File: config.mk
export PLATFORM = sky130hd
export DESIGN_NAME = flash_cmd_device_flat
export DESIGN_NICKNAME = d
export VERILOG_FILES = /design/src/flash_cmd_pkg.sv /design/src/flash_link.sv /design/src/sync2.sv /design/src/flash_cmd_device.sv /design/src/flat_wrapper.sv
export SDC_FILE = /design/constraint.sdc
export NUM_CORES = 1
export LEC_CHECK = 0
export BUFFER_PORTS_ARGS = -buffer_cell sky130_fd_sc_hd__buf_2
export CAP_MARGIN = 20
export CORE_AREA = 3 3 126 128
export DETAILED_ROUTE_END_ITERATION = 8
export DIE_AREA = 0 0 129 131
export GPL_ROUTABILITY_DRIVEN = 0
export PLACE_DENSITY = 0.71
export REMOVE_ABC_BUFFERS = 1
export SYNTH_ARGS = -nofsm -noshare
export SYNTH_HDL_FRONTEND = slang
export SYNTH_SLANG_ARGS = --single-unit
File: constraint.sdc
create_clock -name clk -period 4.1 [get_ports clk]
set_input_delay 0.41 -clock clk [delete_from_list [all_inputs] [get_ports clk]]
set_output_delay 0.41 -clock clk [all_outputs]
set_load 0.1 [all_outputs]
File: src/flash_cmd_pkg.sv
// Opcodes, register layouts, reset values and timing counts shared by both ends of the flash link.
package flash_cmd_pkg;
	localparam logic [7:0] OP_WRITE_ENABLE  = 8'h06;
	localparam logic [7:0] OP_WRITE_DISABLE = 8'h04;
	localparam logic [7:0] OP_READ_STATUS   = 8'h05;
	localparam logic [7:0] OP_READ          = 8'h03;
	localparam logic [7:0] OP_FAST_READ     = 8'h0B;
	localparam logic [7:0] OP_SLEEP         = 8'hB9;
	localparam logic [7:0] OP_WAKE          = 8'hAB;
	localparam logic [7:0] OP_SET_RP_NV     = 8'h65;
	localparam logic [7:0] OP_SET_RP_V_WEL  = 8'h63;
	localparam logic [7:0] OP_SET_RP_V      = 8'hC0;
	localparam logic [7:0] OP_SET_ERP_NV    = 8'h85;
	localparam logic [7:0] OP_SET_ERP_V     = 8'h83;
	localparam logic [7:0] OP_READ_RP       = 8'h61;
	localparam logic [7:0] OP_READ_ERP      = 8'h81;
	localparam logic [7:0] OP_CLEAR_ERR     = 8'h82;
	localparam int RP_BURST_LSB   = 0;
	localparam int RP_WRAP_BIT    = 2;
	localparam int RP_DUMMY_LSB   = 3;
	localparam int RP_HOLD_RST    = 7;
	localparam int ERP_BUSY_BIT   = 0;
	localparam int ERP_PROT_BIT   = 2;
	localparam int ERP_PROG_BIT   = 3;
	localparam int ERP_ERASE_BIT  = 4;
	localparam int ERP_DRIVE_LSB  = 5;
	localparam int SR_BUSY_BIT    = 0;
	localparam int SR_WEL_BIT     = 1;
	localparam logic [7:0] RP_RESET   = 8'h00;
	// Code of the half-strength drive step; the encoding table lives outside this block.
	localparam logic [2:0] DRIVE_HALF = 3'h4;
	localparam logic [7:0] BURST_MIN  = 8'h08;
	localparam logic [1:0] PRE_BYTES  = 2'h2;
	localparam int CLK_PERIOD_NS         = 10;
	localparam int WAKE_RECOVERY_NS      = 3000;
	localparam int WAKE_RECOVERY_CYCLES  = (WAKE_RECOVERY_NS + CLK_PERIOD_NS - 1) / CLK_PERIOD_NS;
	localparam int HOST_HALF_CYCLES      = 6;
	localparam int HOST_GAP_CYCLES       = 4;
	typedef enum logic [2:0] {
		S_OPC   = 3'b000,
		S_ADDR  = 3'b001,
		S_DUMMY = 3'b010,
		S_OUT   = 3'b011,
		S_DONE  = 3'b100,
		S_SKIP  = 3'b101
	} dev_state_e;
	typedef enum logic [1:0] {
		H_IDLE = 2'b00,
		H_LOW  = 2'b01,
		H_HIGH = 2'b10,
		H_GAP  = 2'b11
	} host_state_e;
endpackage

File: src/flash_link.sv
// Serial flash link between the host controller and the device command logic.
`timescale 1ns/100ps
`default_nettype none
interface flash_link;
	logic cs_n;
	logic sck;
	logic mosi;
	logic reset_pin_n;
	logic miso;
	logic miso_oe;
	logic miso_line;
	// The data-out wire floats high through a pull-up while the device does not drive it.
	assign miso_line = miso_oe ? miso : 1'b1;
	modport dev (input cs_n, input sck, input mosi, input reset_pin_n, input miso_line, output miso, output miso_oe);
	modport host (output cs_n, output sck, output mosi, output reset_pin_n, input miso_line);
endinterface
`default_nettype wire

File: src/sync2.sv
// Two-flop synchroniser for a bundle of independent level signals.
`timescale 1ns/100ps
`default_nettype none
module sync2 #(
	parameter int         W    = 1,
	parameter logic [W-1:0] INIT = '0
) (
	input  wire logic         clk,
	input  wire logic         arst_n,
	input  wire logic [W-1:0] d,
	output logic      [W-1:0] q
);
	logic [W-1:0] meta_reg;
	always_ff @(posedge clk or negedge arst_n)
	begin
		if (!arst_n)
		begin
			meta_reg <= INIT;
			q        <= INIT;
		end
		else
		begin
			meta_reg <= d;
			q        <= meta_reg;
		end
	end
endmodule
`default_nettype wire

File: src/flash_cmd_device.sv
// Device end: wake, signature, read-parameter and extended-parameter commands of a serial flash.
// Functional notes
// RULE1 - Wake opcode then deselect starts return to operation.
// RULE2 - No command taken during wake recovery time.
// RULE3 - Wake/signature ignored while an operation is busy.
// RULE4 - Read params: burst 2..0, dummy 6..3, pin select 7.
// RULE5 - Persistent read-param write needs write enable latch.
// RULE6 - Alternate-first volatile write also needs write enable.
// RULE7 - Other volatile write opcode needs no write enable.
// RULE8 - Persistent read-param write also loads volatile copy.
// RULE9 - Dedicated reset pin variant ignores pin select bit.
// RULE10 - Wrap reads cycle inside aligned window until deselect.
// RULE11 - Burst codes 0-3 linear, 4-7 wrap 8..64.
// RULE12 - Without wrap address increments across whole array.
// RULE13 - Wrap persists until volatile write, sleep or reset; sleep leaves read_params, and so wrap, unchanged here.
// RULE14 - Every read variant applies wrap when enabled.
// RULE15 - Extended register holds three-bit drive strength field.
// RULE16 - Drive strength resets to half-strength setting.
// RULE17 - Persistent extended write also loads volatile copy.
// RULE18 - Read-param readback returns only the volatile register.
// RULE19 - Extended readback works even while busy, shows busy.
// RULE20 - Error flags sticky until the clear command.
// RULE21 - Signature: three dummy bytes, then code repeated MSB first.
// RULE22 - In sleep only the wake opcode is recognised.
// RULE23 - Dummy field maps to latency via parameter table.
`timescale 1ns/100ps
`default_nettype none
module flash_cmd_device #(
	parameter int          WAKE_CYCLES     = flash_cmd_pkg::WAKE_RECOVERY_CYCLES,
	parameter bit          DEDICATED_RESET = 1'b0,
	// Arbitrary signature value.
	parameter logic [7:0]  SIGNATURE       = 8'h5A,
	parameter logic [79:0] DUMMY_LUT       = {16{5'h08}}
) (
	input  wire logic        clk,
	input  wire logic        arst_n,
	flash_link.dev           link,
	input  wire logic        op_busy,
	input  wire logic        prot_err_set,
	input  wire logic        prog_err_set,
	input  wire logic        erase_err_set,
	input  wire logic [7:0]  read_data,
	output logic      [23:0] read_addr,
	output logic             read_active,
	output logic      [7:0]  read_params,
	output logic      [2:0]  drive_strength,
	output logic      [4:0]  dummy_latency,
	output logic             powered_down,
	output logic             write_enable_latch,
	output logic             reset_pin_is_reset,
	output logic      [2:0]  error_flags
);
	import flash_cmd_pkg::*;
	logic        cs_s;
	logic        sck_s;
	logic        mosi_s;
	logic        rpin_s;
	logic        cs_d_reg;
	logic        sck_d_reg;
	dev_state_e  state_reg;
	logic [2:0]  bitcnt_reg;
	logic [6:0]  in_sh_reg;
	logic [7:0]  op_reg;
	logic [1:0]  need_reg;
	logic [23:0] addr_reg;
	logic [4:0]  dcnt_reg;
	logic [2:0]  obits_reg;
	logic [6:0]  out_sh_reg;
	logic        wake_arm_reg;
	logic [15:0] rec_reg;
	logic [7:0]  rp_nv_reg;
	logic [2:0]  drv_nv_reg;
	logic        miso_reg;
	logic        oe_reg;

	sync2 #(.W(4), .INIT(4'h9)) u_link_sync (
		.clk    (clk),
		.arst_n (arst_n),
		.d      ({link.cs_n, link.sck, link.mosi, link.reset_pin_n}),
		.q      ({cs_s, sck_s, mosi_s, rpin_s})
	);

	assign link.miso    = miso_reg;
	assign link.miso_oe = oe_reg;

	wire        sck_rise  = ~cs_s & sck_s & ~sck_d_reg;
	wire        sck_fall  = ~cs_s & ~sck_s & sck_d_reg;
	wire        cs_rise   = cs_s & ~cs_d_reg;
	wire        pin_rst   = ~rpin_s & (DEDICATED_RESET | read_params[RP_HOLD_RST]); // [RULE9]
	wire [7:0]  in_byte   = {in_sh_reg, mosi_s};
	wire        byte_end  = bitcnt_reg == 3'h7;
	wire        recovering = rec_reg != 16'h0000;
	wire        busy_ok   = in_byte == OP_READ_STATUS || in_byte == OP_READ_ERP; // [RULE19]
	wire        gate_pd   = powered_down & (in_byte != OP_WAKE); // [RULE22]
	wire        reject    = recovering | gate_pd | (op_busy & ~busy_ok); // [RULE2] [RULE3]
	wire        is_read   = op_reg == OP_READ || op_reg == OP_FAST_READ;
	wire        has_input = in_byte == OP_WAKE || in_byte == OP_READ || in_byte == OP_FAST_READ
	                     || in_byte == OP_SET_RP_NV || in_byte == OP_SET_RP_V_WEL || in_byte == OP_SET_RP_V
	                     || in_byte == OP_SET_ERP_NV || in_byte == OP_SET_ERP_V;
	wire        is_rdback = in_byte == OP_READ_STATUS || in_byte == OP_READ_RP || in_byte == OP_READ_ERP;
	wire [1:0]  in_need   = (in_byte == OP_WAKE || in_byte == OP_READ || in_byte == OP_FAST_READ) ? PRE_BYTES : 2'h0;
	wire        wrap_on   = read_params[RP_WRAP_BIT]; // [RULE11]
	wire [7:0]  win_mask  = (BURST_MIN << read_params[RP_BURST_LSB +: 2]) - 8'h01; // [RULE11]
	wire [23:0] addr_inc  = read_addr + 24'h000001; // [RULE12]
	wire [23:0] mask24    = {16'h0000, win_mask};
	wire [23:0] addr_next = wrap_on ? ((read_addr & ~mask24) | (addr_inc & mask24)) : addr_inc; // [RULE10] [RULE14]
	wire [7:0]  erp_view  = {drive_strength, error_flags, 1'b0, op_busy}; // [RULE15] [RULE19]
	wire [7:0]  sr_view   = {6'h00, write_enable_latch, op_busy};
	wire [7:0]  out_src   = op_reg == OP_WAKE ? SIGNATURE
	                      : op_reg == OP_READ_RP ? read_params
	                      : op_reg == OP_READ_ERP ? erp_view
	                      : op_reg == OP_READ_STATUS ? sr_view : read_data; // [RULE18] [RULE21]
	wire        commit    = cs_rise & (state_reg == S_DONE) & (bitcnt_reg == 3'h0);
	wire [7:0]  wdata     = addr_reg[7:0];
	wire [2:0]  wdrive    = wdata[ERP_DRIVE_LSB +: 3];

	always_ff @(posedge clk or negedge arst_n)
	begin
		if (!arst_n)
		begin
			cs_d_reg    <= 1'b1;
			sck_d_reg   <= 1'b0;
			read_active <= 1'b0;
		end
		else
		begin
			cs_d_reg    <= cs_s;
			sck_d_reg   <= sck_s;
			read_active <= state_reg == S_OUT;
		end
	end

	// Frame sequencer: bits are taken on rising link edges and driven on falling ones.
	always_ff @(posedge clk or negedge arst_n)
	begin
		if (!arst_n)
		begin
			state_reg    <= S_OPC;
			bitcnt_reg   <= 3'h0;
			in_sh_reg    <= 7'h00;
			op_reg       <= 8'h00;
			need_reg     <= 2'h0;
			addr_reg     <= 24'h000000;
			dcnt_reg     <= 5'h00;
			obits_reg    <= 3'h0;
			out_sh_reg   <= 7'h00;
			read_addr    <= 24'h000000;
			wake_arm_reg <= 1'b0;
			miso_reg     <= 1'b0;
			oe_reg       <= 1'b0;
		end
		else if (cs_s | pin_rst)
		begin
			state_reg    <= S_OPC;
			bitcnt_reg   <= 3'h0;
			obits_reg    <= 3'h0;
			wake_arm_reg <= 1'b0;
			oe_reg       <= 1'b0;
		end
		else if (sck_rise)
		begin
			bitcnt_reg <= bitcnt_reg + 3'h1;
			in_sh_reg  <= in_byte[6:0];
			case (state_reg)
				S_OPC:
				begin
					if (byte_end)
					begin
						op_reg       <= in_byte;
						need_reg     <= in_need;
						wake_arm_reg <= ~reject & (in_byte == OP_WAKE); // [RULE1] [RULE3]
						state_reg    <= reject ? S_SKIP : has_input ? S_ADDR : is_rdback ? S_OUT : S_DONE;
					end
				end
				S_ADDR:
				begin
					if (byte_end)
					begin
						addr_reg <= {addr_reg[15:0], in_byte};
						need_reg <= need_reg - 2'h1;
						if (need_reg == 2'h0)
						begin
							read_addr <= {addr_reg[15:0], in_byte};
							dcnt_reg  <= 5'h00;
							if (op_reg == OP_FAST_READ && dummy_latency != 5'h00)
								state_reg <= S_DUMMY;
							else if (op_reg == OP_WAKE || is_read)
								state_reg <= S_OUT; // [RULE21]
							else
								state_reg <= S_DONE;
						end
					end
				end
				S_DUMMY:
				begin
					dcnt_reg <= dcnt_reg + 5'h01;
					if (dcnt_reg == dummy_latency - 5'h01)
						state_reg <= S_OUT;
				end
				default:
					state_reg <= state_reg;
			endcase
		end
		else if (sck_fall && state_reg == S_OUT)
		begin
			oe_reg    <= 1'b1;
			obits_reg <= obits_reg + 3'h1;
			if (obits_reg == 3'h0)
			begin
				miso_reg   <= out_src[7];
				out_sh_reg <= out_src[6:0];
				if (is_read)
					read_addr <= addr_next; // [RULE10] [RULE12]
			end
			else
			begin
				miso_reg   <= out_sh_reg[6];
				out_sh_reg <= {out_sh_reg[5:0], 1'b0};
			end
		end
	end

	always_ff @(posedge clk or negedge arst_n)
	begin
		if (!arst_n)
		begin
			powered_down <= 1'b0;
			rec_reg      <= 16'h0000;
		end
		else if (pin_rst)
		begin
			powered_down <= 1'b0;
			rec_reg      <= 16'h0000;
		end
		else if (cs_rise & wake_arm_reg & powered_down)
		begin
			powered_down <= 1'b0; // [RULE1]
			rec_reg      <= 16'(WAKE_CYCLES); // [RULE2]
		end
		else
		begin
			if (commit && op_reg == OP_SLEEP)
				powered_down <= 1'b1;
			if (recovering)
				rec_reg <= rec_reg - 16'h0001;
		end
	end

	// Volatile copies fall back to the persistent ones on a pin reset.
	always_ff @(posedge clk or negedge arst_n)
	begin
		if (!arst_n)
		begin
			rp_nv_reg          <= RP_RESET;
			read_params        <= RP_RESET;
			drv_nv_reg         <= DRIVE_HALF; // [RULE16]
			drive_strength     <= DRIVE_HALF; // [RULE16]
			write_enable_latch <= 1'b0;
		end
		else if (pin_rst)
		begin
			read_params        <= rp_nv_reg; // [RULE13]
			drive_strength     <= drv_nv_reg;
			write_enable_latch <= 1'b0;
		end
		else if (commit)
		begin
			case (op_reg)
				OP_WRITE_ENABLE:  write_enable_latch <= 1'b1;
				OP_WRITE_DISABLE: write_enable_latch <= 1'b0;
				OP_SET_RP_NV:
				begin
					if (write_enable_latch) // [RULE5]
					begin
						rp_nv_reg   <= wdata; // [RULE4]
						read_params <= wdata; // [RULE8]
					end
					write_enable_latch <= 1'b0;
				end
				OP_SET_RP_V_WEL:
				begin
					if (write_enable_latch) // [RULE6]
						read_params <= wdata; // [RULE13]
					write_enable_latch <= 1'b0;
				end
				OP_SET_RP_V: read_params <= wdata; // [RULE7] [RULE13]
				OP_SET_ERP_NV:
				begin
					if (write_enable_latch)
					begin
						drv_nv_reg     <= wdrive; // [RULE15]
						drive_strength <= wdrive; // [RULE17]
					end
					write_enable_latch <= 1'b0;
				end
				OP_SET_ERP_V: drive_strength <= wdrive; // [RULE15]
				default: write_enable_latch <= write_enable_latch;
			endcase
		end
	end

	// A flag raised in the same cycle as the clear command survives it.
	always_ff @(posedge clk or negedge arst_n)
	begin
		if (!arst_n)
			error_flags <= 3'h0;
		else
		begin
			if (commit && op_reg == OP_CLEAR_ERR)
				error_flags <= {erase_err_set, prog_err_set, prot_err_set}; // [RULE20]
			else
				error_flags <= error_flags | {erase_err_set, prog_err_set, prot_err_set}; // [RULE20]
		end
	end

	always_ff @(posedge clk or negedge arst_n)
	begin
		if (!arst_n)
		begin
			dummy_latency      <= 5'h00;
			reset_pin_is_reset <= DEDICATED_RESET;
		end
		else
		begin
			dummy_latency      <= DUMMY_LUT[read_params[RP_DUMMY_LSB +: 4] * 5 +: 5]; // [RULE23]
			reset_pin_is_reset <= DEDICATED_RESET | read_params[RP_HOLD_RST]; // [RULE9]
		end
	end
endmodule
`default_nettype wire

File: src/flat_wrapper.sv
// flat-port wrapper written by rule: the top's interface ports become plain ports
module flash_cmd_device_flat import flash_cmd_pkg::*;
#(
	parameter int          WAKE_CYCLES     = flash_cmd_pkg::WAKE_RECOVERY_CYCLES,
	parameter bit          DEDICATED_RESET = 1'b0,
	                             
	parameter logic [7:0]  SIGNATURE       = 8'h5A,
	parameter logic [79:0] DUMMY_LUT       = {16{5'h08}}
)
  (clk, arst_n, op_busy, prot_err_set, prog_err_set, erase_err_set, read_data, read_addr, read_active, read_params, drive_strength, dummy_latency, powered_down, write_enable_latch, reset_pin_is_reset, error_flags, link_cs_n, link_sck, link_mosi, link_reset_pin_n, link_miso, link_miso_oe);
  flash_link link_i ();
  input  wire logic clk;
  input  wire logic arst_n;
  input  wire logic op_busy;
  input  wire logic prot_err_set;
  input  wire logic prog_err_set;
  input  wire logic erase_err_set;
  input  wire logic [7:0] read_data;
  output logic      [23:0] read_addr;
  output logic read_active;
  output logic      [7:0] read_params;
  output logic      [2:0] drive_strength;
  output logic      [4:0] dummy_latency;
  output logic powered_down;
  output logic write_enable_latch;
  output logic reset_pin_is_reset;
  output logic      [2:0] error_flags;
  input wire logic [$bits(link_i.cs_n)-1:0] link_cs_n;
  input wire logic [$bits(link_i.sck)-1:0] link_sck;
  input wire logic [$bits(link_i.mosi)-1:0] link_mosi;
  input wire logic [$bits(link_i.reset_pin_n)-1:0] link_reset_pin_n;
  output wire logic [$bits(link_i.miso)-1:0] link_miso;
  output wire logic [$bits(link_i.miso_oe)-1:0] link_miso_oe;
  assign link_i.cs_n = link_cs_n;
  assign link_i.sck = link_sck;
  assign link_i.mosi = link_mosi;
  assign link_i.reset_pin_n = link_reset_pin_n;
  assign link_miso = link_i.miso;
  assign link_miso_oe = link_i.miso_oe;
  flash_cmd_device #(.WAKE_CYCLES(WAKE_CYCLES), .DEDICATED_RESET(DEDICATED_RESET), .SIGNATURE(SIGNATURE), .DUMMY_LUT(DUMMY_LUT)) u_core (.clk(clk), .arst_n(arst_n), .link(link_i), .op_busy(op_busy), .prot_err_set(prot_err_set), .prog_err_set(prog_err_set), .erase_err_set(erase_err_set), .read_data(read_data), .read_addr(read_addr), .read_active(read_active), .read_params(read_params), .drive_strength(drive_strength), .dummy_latency(dummy_latency), .powered_down(powered_down), .write_enable_latch(write_enable_latch), .reset_pin_is_reset(reset_pin_is_reset), .error_flags(error_flags));
endmodule
==> flow_metrics.env <==
export IMPL_cts_setup_buffers=0
export IMPL_totalWireLength_mm=18.4
export IMPL_finalHoldViolations=0
export IMPL_critPathLaunchType="register"
export IMPL_clockBufferDepth=2
export IMPL_detail_route_wl_per_cell_um=18.4
export IMPL_grt_pass1_wl_mm=29.5
export IMPL_min_to="u_core.u_link_sync.meta_reg[0]"
export IMPL_die_y_um=131
export IMPL_critical_path_class="reg -> reg"
export IMPL_finalSetupViolCount=0
export IMPL_initial_core_util=0.496
export IMPL_hold_class="in -> reg"
export IMPL_die_width_um=129
export IMPL_synth_cell_types=84
export IMPL_power_frac_clock=0.510
export IMPL_p_sw_frac=0.227
export IMPL_pwr_density_cell_nw_per_um2=376
export IMPL_grt_overflow=0
export IMPL_max_freq_mhz=335
export IMPL_hold_path_depth=1
export IMPL_cp_end_kind="register"
export IMPL_dr_first_iter_drc_count=555
export IMPL_ctsResizeCount=0
export IMPL_htree_levels=4
export IMPL_worst_pin_slew_ns=1.05
export IMPL_area_growth_pct=13.5
export IMPL_synthXorXnorAreaFrac=0.0224
export IMPL_yosysSeqAreaShare=0.463
export IMPL_cp_depth=5
export IMPL_cp_data_arrival_time_ns=3.30
export IMPL_ys_async_sr_fraction=1.00
export IMPL_clk_pin_slew_ns=0.06
export IMPL_crit_path_max_fanout=22
export IMPL_routed_wl_met3_mm=1.19
export IMPL_rows=45
export IMPL_dieArea_um2=16900
export IMPL_drv_slew=0
export IMPL_ant_nets=0
export IMPL_wirelength_met1_mm=8.18
export IMPL_synth_top_area_share=0.438
export IMPL_synth_ff_latch_count=137
export IMPL_cp_required_ns=4.41
export IMPL_muxShareOfSynthArea=0.0761
export IMPL_io_buffers=62
export IMPL_vias=6247
export IMPL_p_leak_nw=3.93
export IMPL_final_nets=829
export IMPL_synthTopCellsByArea="dfrtp_1 44%, mux2_2 6.7%, nand2_1 5.1%"
export IMPL_synthAdderAreaFrac=0.0168
export IMPL_slowest_stage="o221ai_2"
export IMPL_grt_pass1_vias=5853
export IMPL_p_int_mw=2.45
export IMPL_largest_reg_flops=19
export IMPL_rsz0062_at_grt="no"
export IMPL_reg2regPathDepth=5
export IMPL_synth_common_cells="130 x dfrtp_1, 101 x nand2_1, 56 x nor2_1"
export IMPL_antenna_found_initial=0
export IMPL_synth_edf_count=0
export IMPL_cp_slowest_stage_delay_ns=0.86
export IMPL_synth_area_um2=7430
export IMPL_grt_max_degree=116
export IMPL_clkLatencyLatePin_ns=0.43
export IMPL_status="complete, no violations"
export IMPL_synth_top_area_cell="dfrtp_1"
export IMPL_switchingPower_mw=0.720
export IMPL_path_buf_inv=0
export IMPL_postSynthAreaPerCell_um2=9.82
export IMPL_rr_endpoint="u_core.read_addr[12]"
export IMPL_timing_setup_tns_ns=0
export IMPL_share_seq_of_total_power=0.447
export IMPL_hp_start="link_reset_pin_n"
export IMPL_cts_buffers=17
export IMPL_crit_family="compound AO/OA/AOI/OAI gates"
export IMPL_slew_limit_headroom=0.298
export IMPL_clock_skew_ns=0.00711
export IMPL_cts_tree="done"
export IMPL_rrSetupSlack_ns=1.11
export IMPL_clockRootBuffer="clkbuf_16"
export IMPL_top_layer="met4"
export IMPL_synth_most_common_cell="dfrtp_1"
export IMPL_cp_cell_sequence="or3b_1 -> nor2_1 -> o221ai_2 -> o31ai_1 -> a221o_1"
export IMPL_yosys_most_used_dff="dfrtp_1"
export IMPL_via_per_inst=6.23
export IMPL_min_period_ns=2.99
export IMPL_cap_violations=0
export IMPL_timing_hold_ws_ns=0.0819
export IMPL_synth_compound_area_frac=0.148
export IMPL_route_met2_wl_mm=8.77
export IMPL_finalCritPeriodShare=0.729
export IMPL_pwr_share_comb=0.043
export IMPL_core_area_um2=15000
export IMPL_ys_warn_count=0
export IMPL_netlist_instances=757
export IMPL_r2r_start="u_core.u_link_sync.q[3]"
export IMPL_ir_drop_uv=297
export IMPL_track_usage=0.220
export IMPL_num_io_pins=67
export IMPL_yosys_area_share_simple=0.228
export IMPL_synth_top_family_by_area="simple AND/OR/NAND/NOR gates"
export IMPL_diodes=0
export IMPL_first_pass_iters=5
export IMPL_dpl_hpwl_mm=12.4
export IMPL_clkSinkCount=137
export IMPL_drive_above_1_share=0.214
export IMPL_drc=0
-- power by group through the flow --
stage | Sequential (mW) | Combinational, mW | Clock, mW
global placement | 1.44 | 0.128 | 0
finish | 1.42 | 0.137 | 1.62
detailed placement | 1.44 | 0.133 | 0
floorplan | 1.42 | 0.0750 | 0
global route | 1.42 | 0.153 | 1.71
CTS | 1.42 | 0.134 | 1.64
-- how the worst max path moves through the flow --
stage / end / slack (ns) / start
finish: u_core.read_addr[12] / 1.11 / u_core.u_link_sync.q[3]
global placement: u_core.read_addr[12] / 1.18 / u_core.u_link_sync.q[3]
global route: u_core.read_addr[12] / 0.91 / u_core.u_link_sync.q[3]
floorplan: u_core.read_addr[12] / 0.52 / u_core.read_params[7]
detailed placement: u_core.read_addr[12] / 1.10 / u_core.u_link_sync.q[3]
CTS: u_core.read_addr[12] / 1.12 / u_core.u_link_sync.q[3]
-- per-stage QoR --
stage          power (mW)  utilization  worst slack (ns)  cell area [um^2]  std cells
2_1_floorplan        1.50            -             0.517              7180        712
4_1_cts              3.19        0.561              1.12              8400       1000
3_3_place_gp         1.57        0.519              1.18              7780        968
3_5_place_dp         1.57        0.519              1.10              7780        968
6_report             3.17        0.563              1.11              8440       1002
5_1_grt              3.28        0.563             0.913              8440       1002
-- kinds of logic (layout without fill, tap and decap cells) --
kind of cell,after synthesis,in the layout
simple gates,308,308
compound gates,162,162
flops,137,137
buf+inv,68,122
mux,51,51
xor+xnor,19,19
fa+ha+maj,10,10
other cells,2,5
-- area by class of cell --
cell class | count | area, um^2
clock buffer | 21 | 450
clock inverter | 11 | 170
fill | 1302 | 6540
inverter | 20 | 75.1
multi-input combinational | 555 | 3670
sequential | 137 | 3440
tap | 188 | 235
timing repair buffer | 70 | 399
-- per-layer routing --
layer / track usage / vias up
met2: 0.353 / 253
met5: 0 / -
met4: 0.0741 / 0
met3: 0.0411 / 25
li1: - / 2861
met1: 0.303 / 3108
-- what timing repair did --
action	CTS	global route
endpoints found under the setup margin	0	0
hold buffers	0	1
hold endpoints to repair	0	48
-- cell usage in the layout, fill, tap and decap left out, types with 7 or more instances in the layout --
master	netlist	routed
mux2_2	44	44
dfrtp_1	130	130
xor2_1	12	12
and3_1	10	10
mux2i_1	7	7
nand4_1	9	9
nand4b_1	10	10
o21ai_0	35	35
nor4b_1	7	7
o31ai_1	8	8
a31oi_1	13	13
buf_2	8	61
xnor2_1	7	7
nand2b_1	8	8
a21oi_1	30	30
nand2_1	101	101
nand3_1	31	31
nor2_1	56	56
dfstp_2	7	7
inv_1	20	20
a22o_1	8	8
ha_1	10	10
nor3_1	7	7
clkbuf_16	0	17
nor4_1	10	10
a2bb2oi_1	10	10
(Power assumes the default switching activity.)
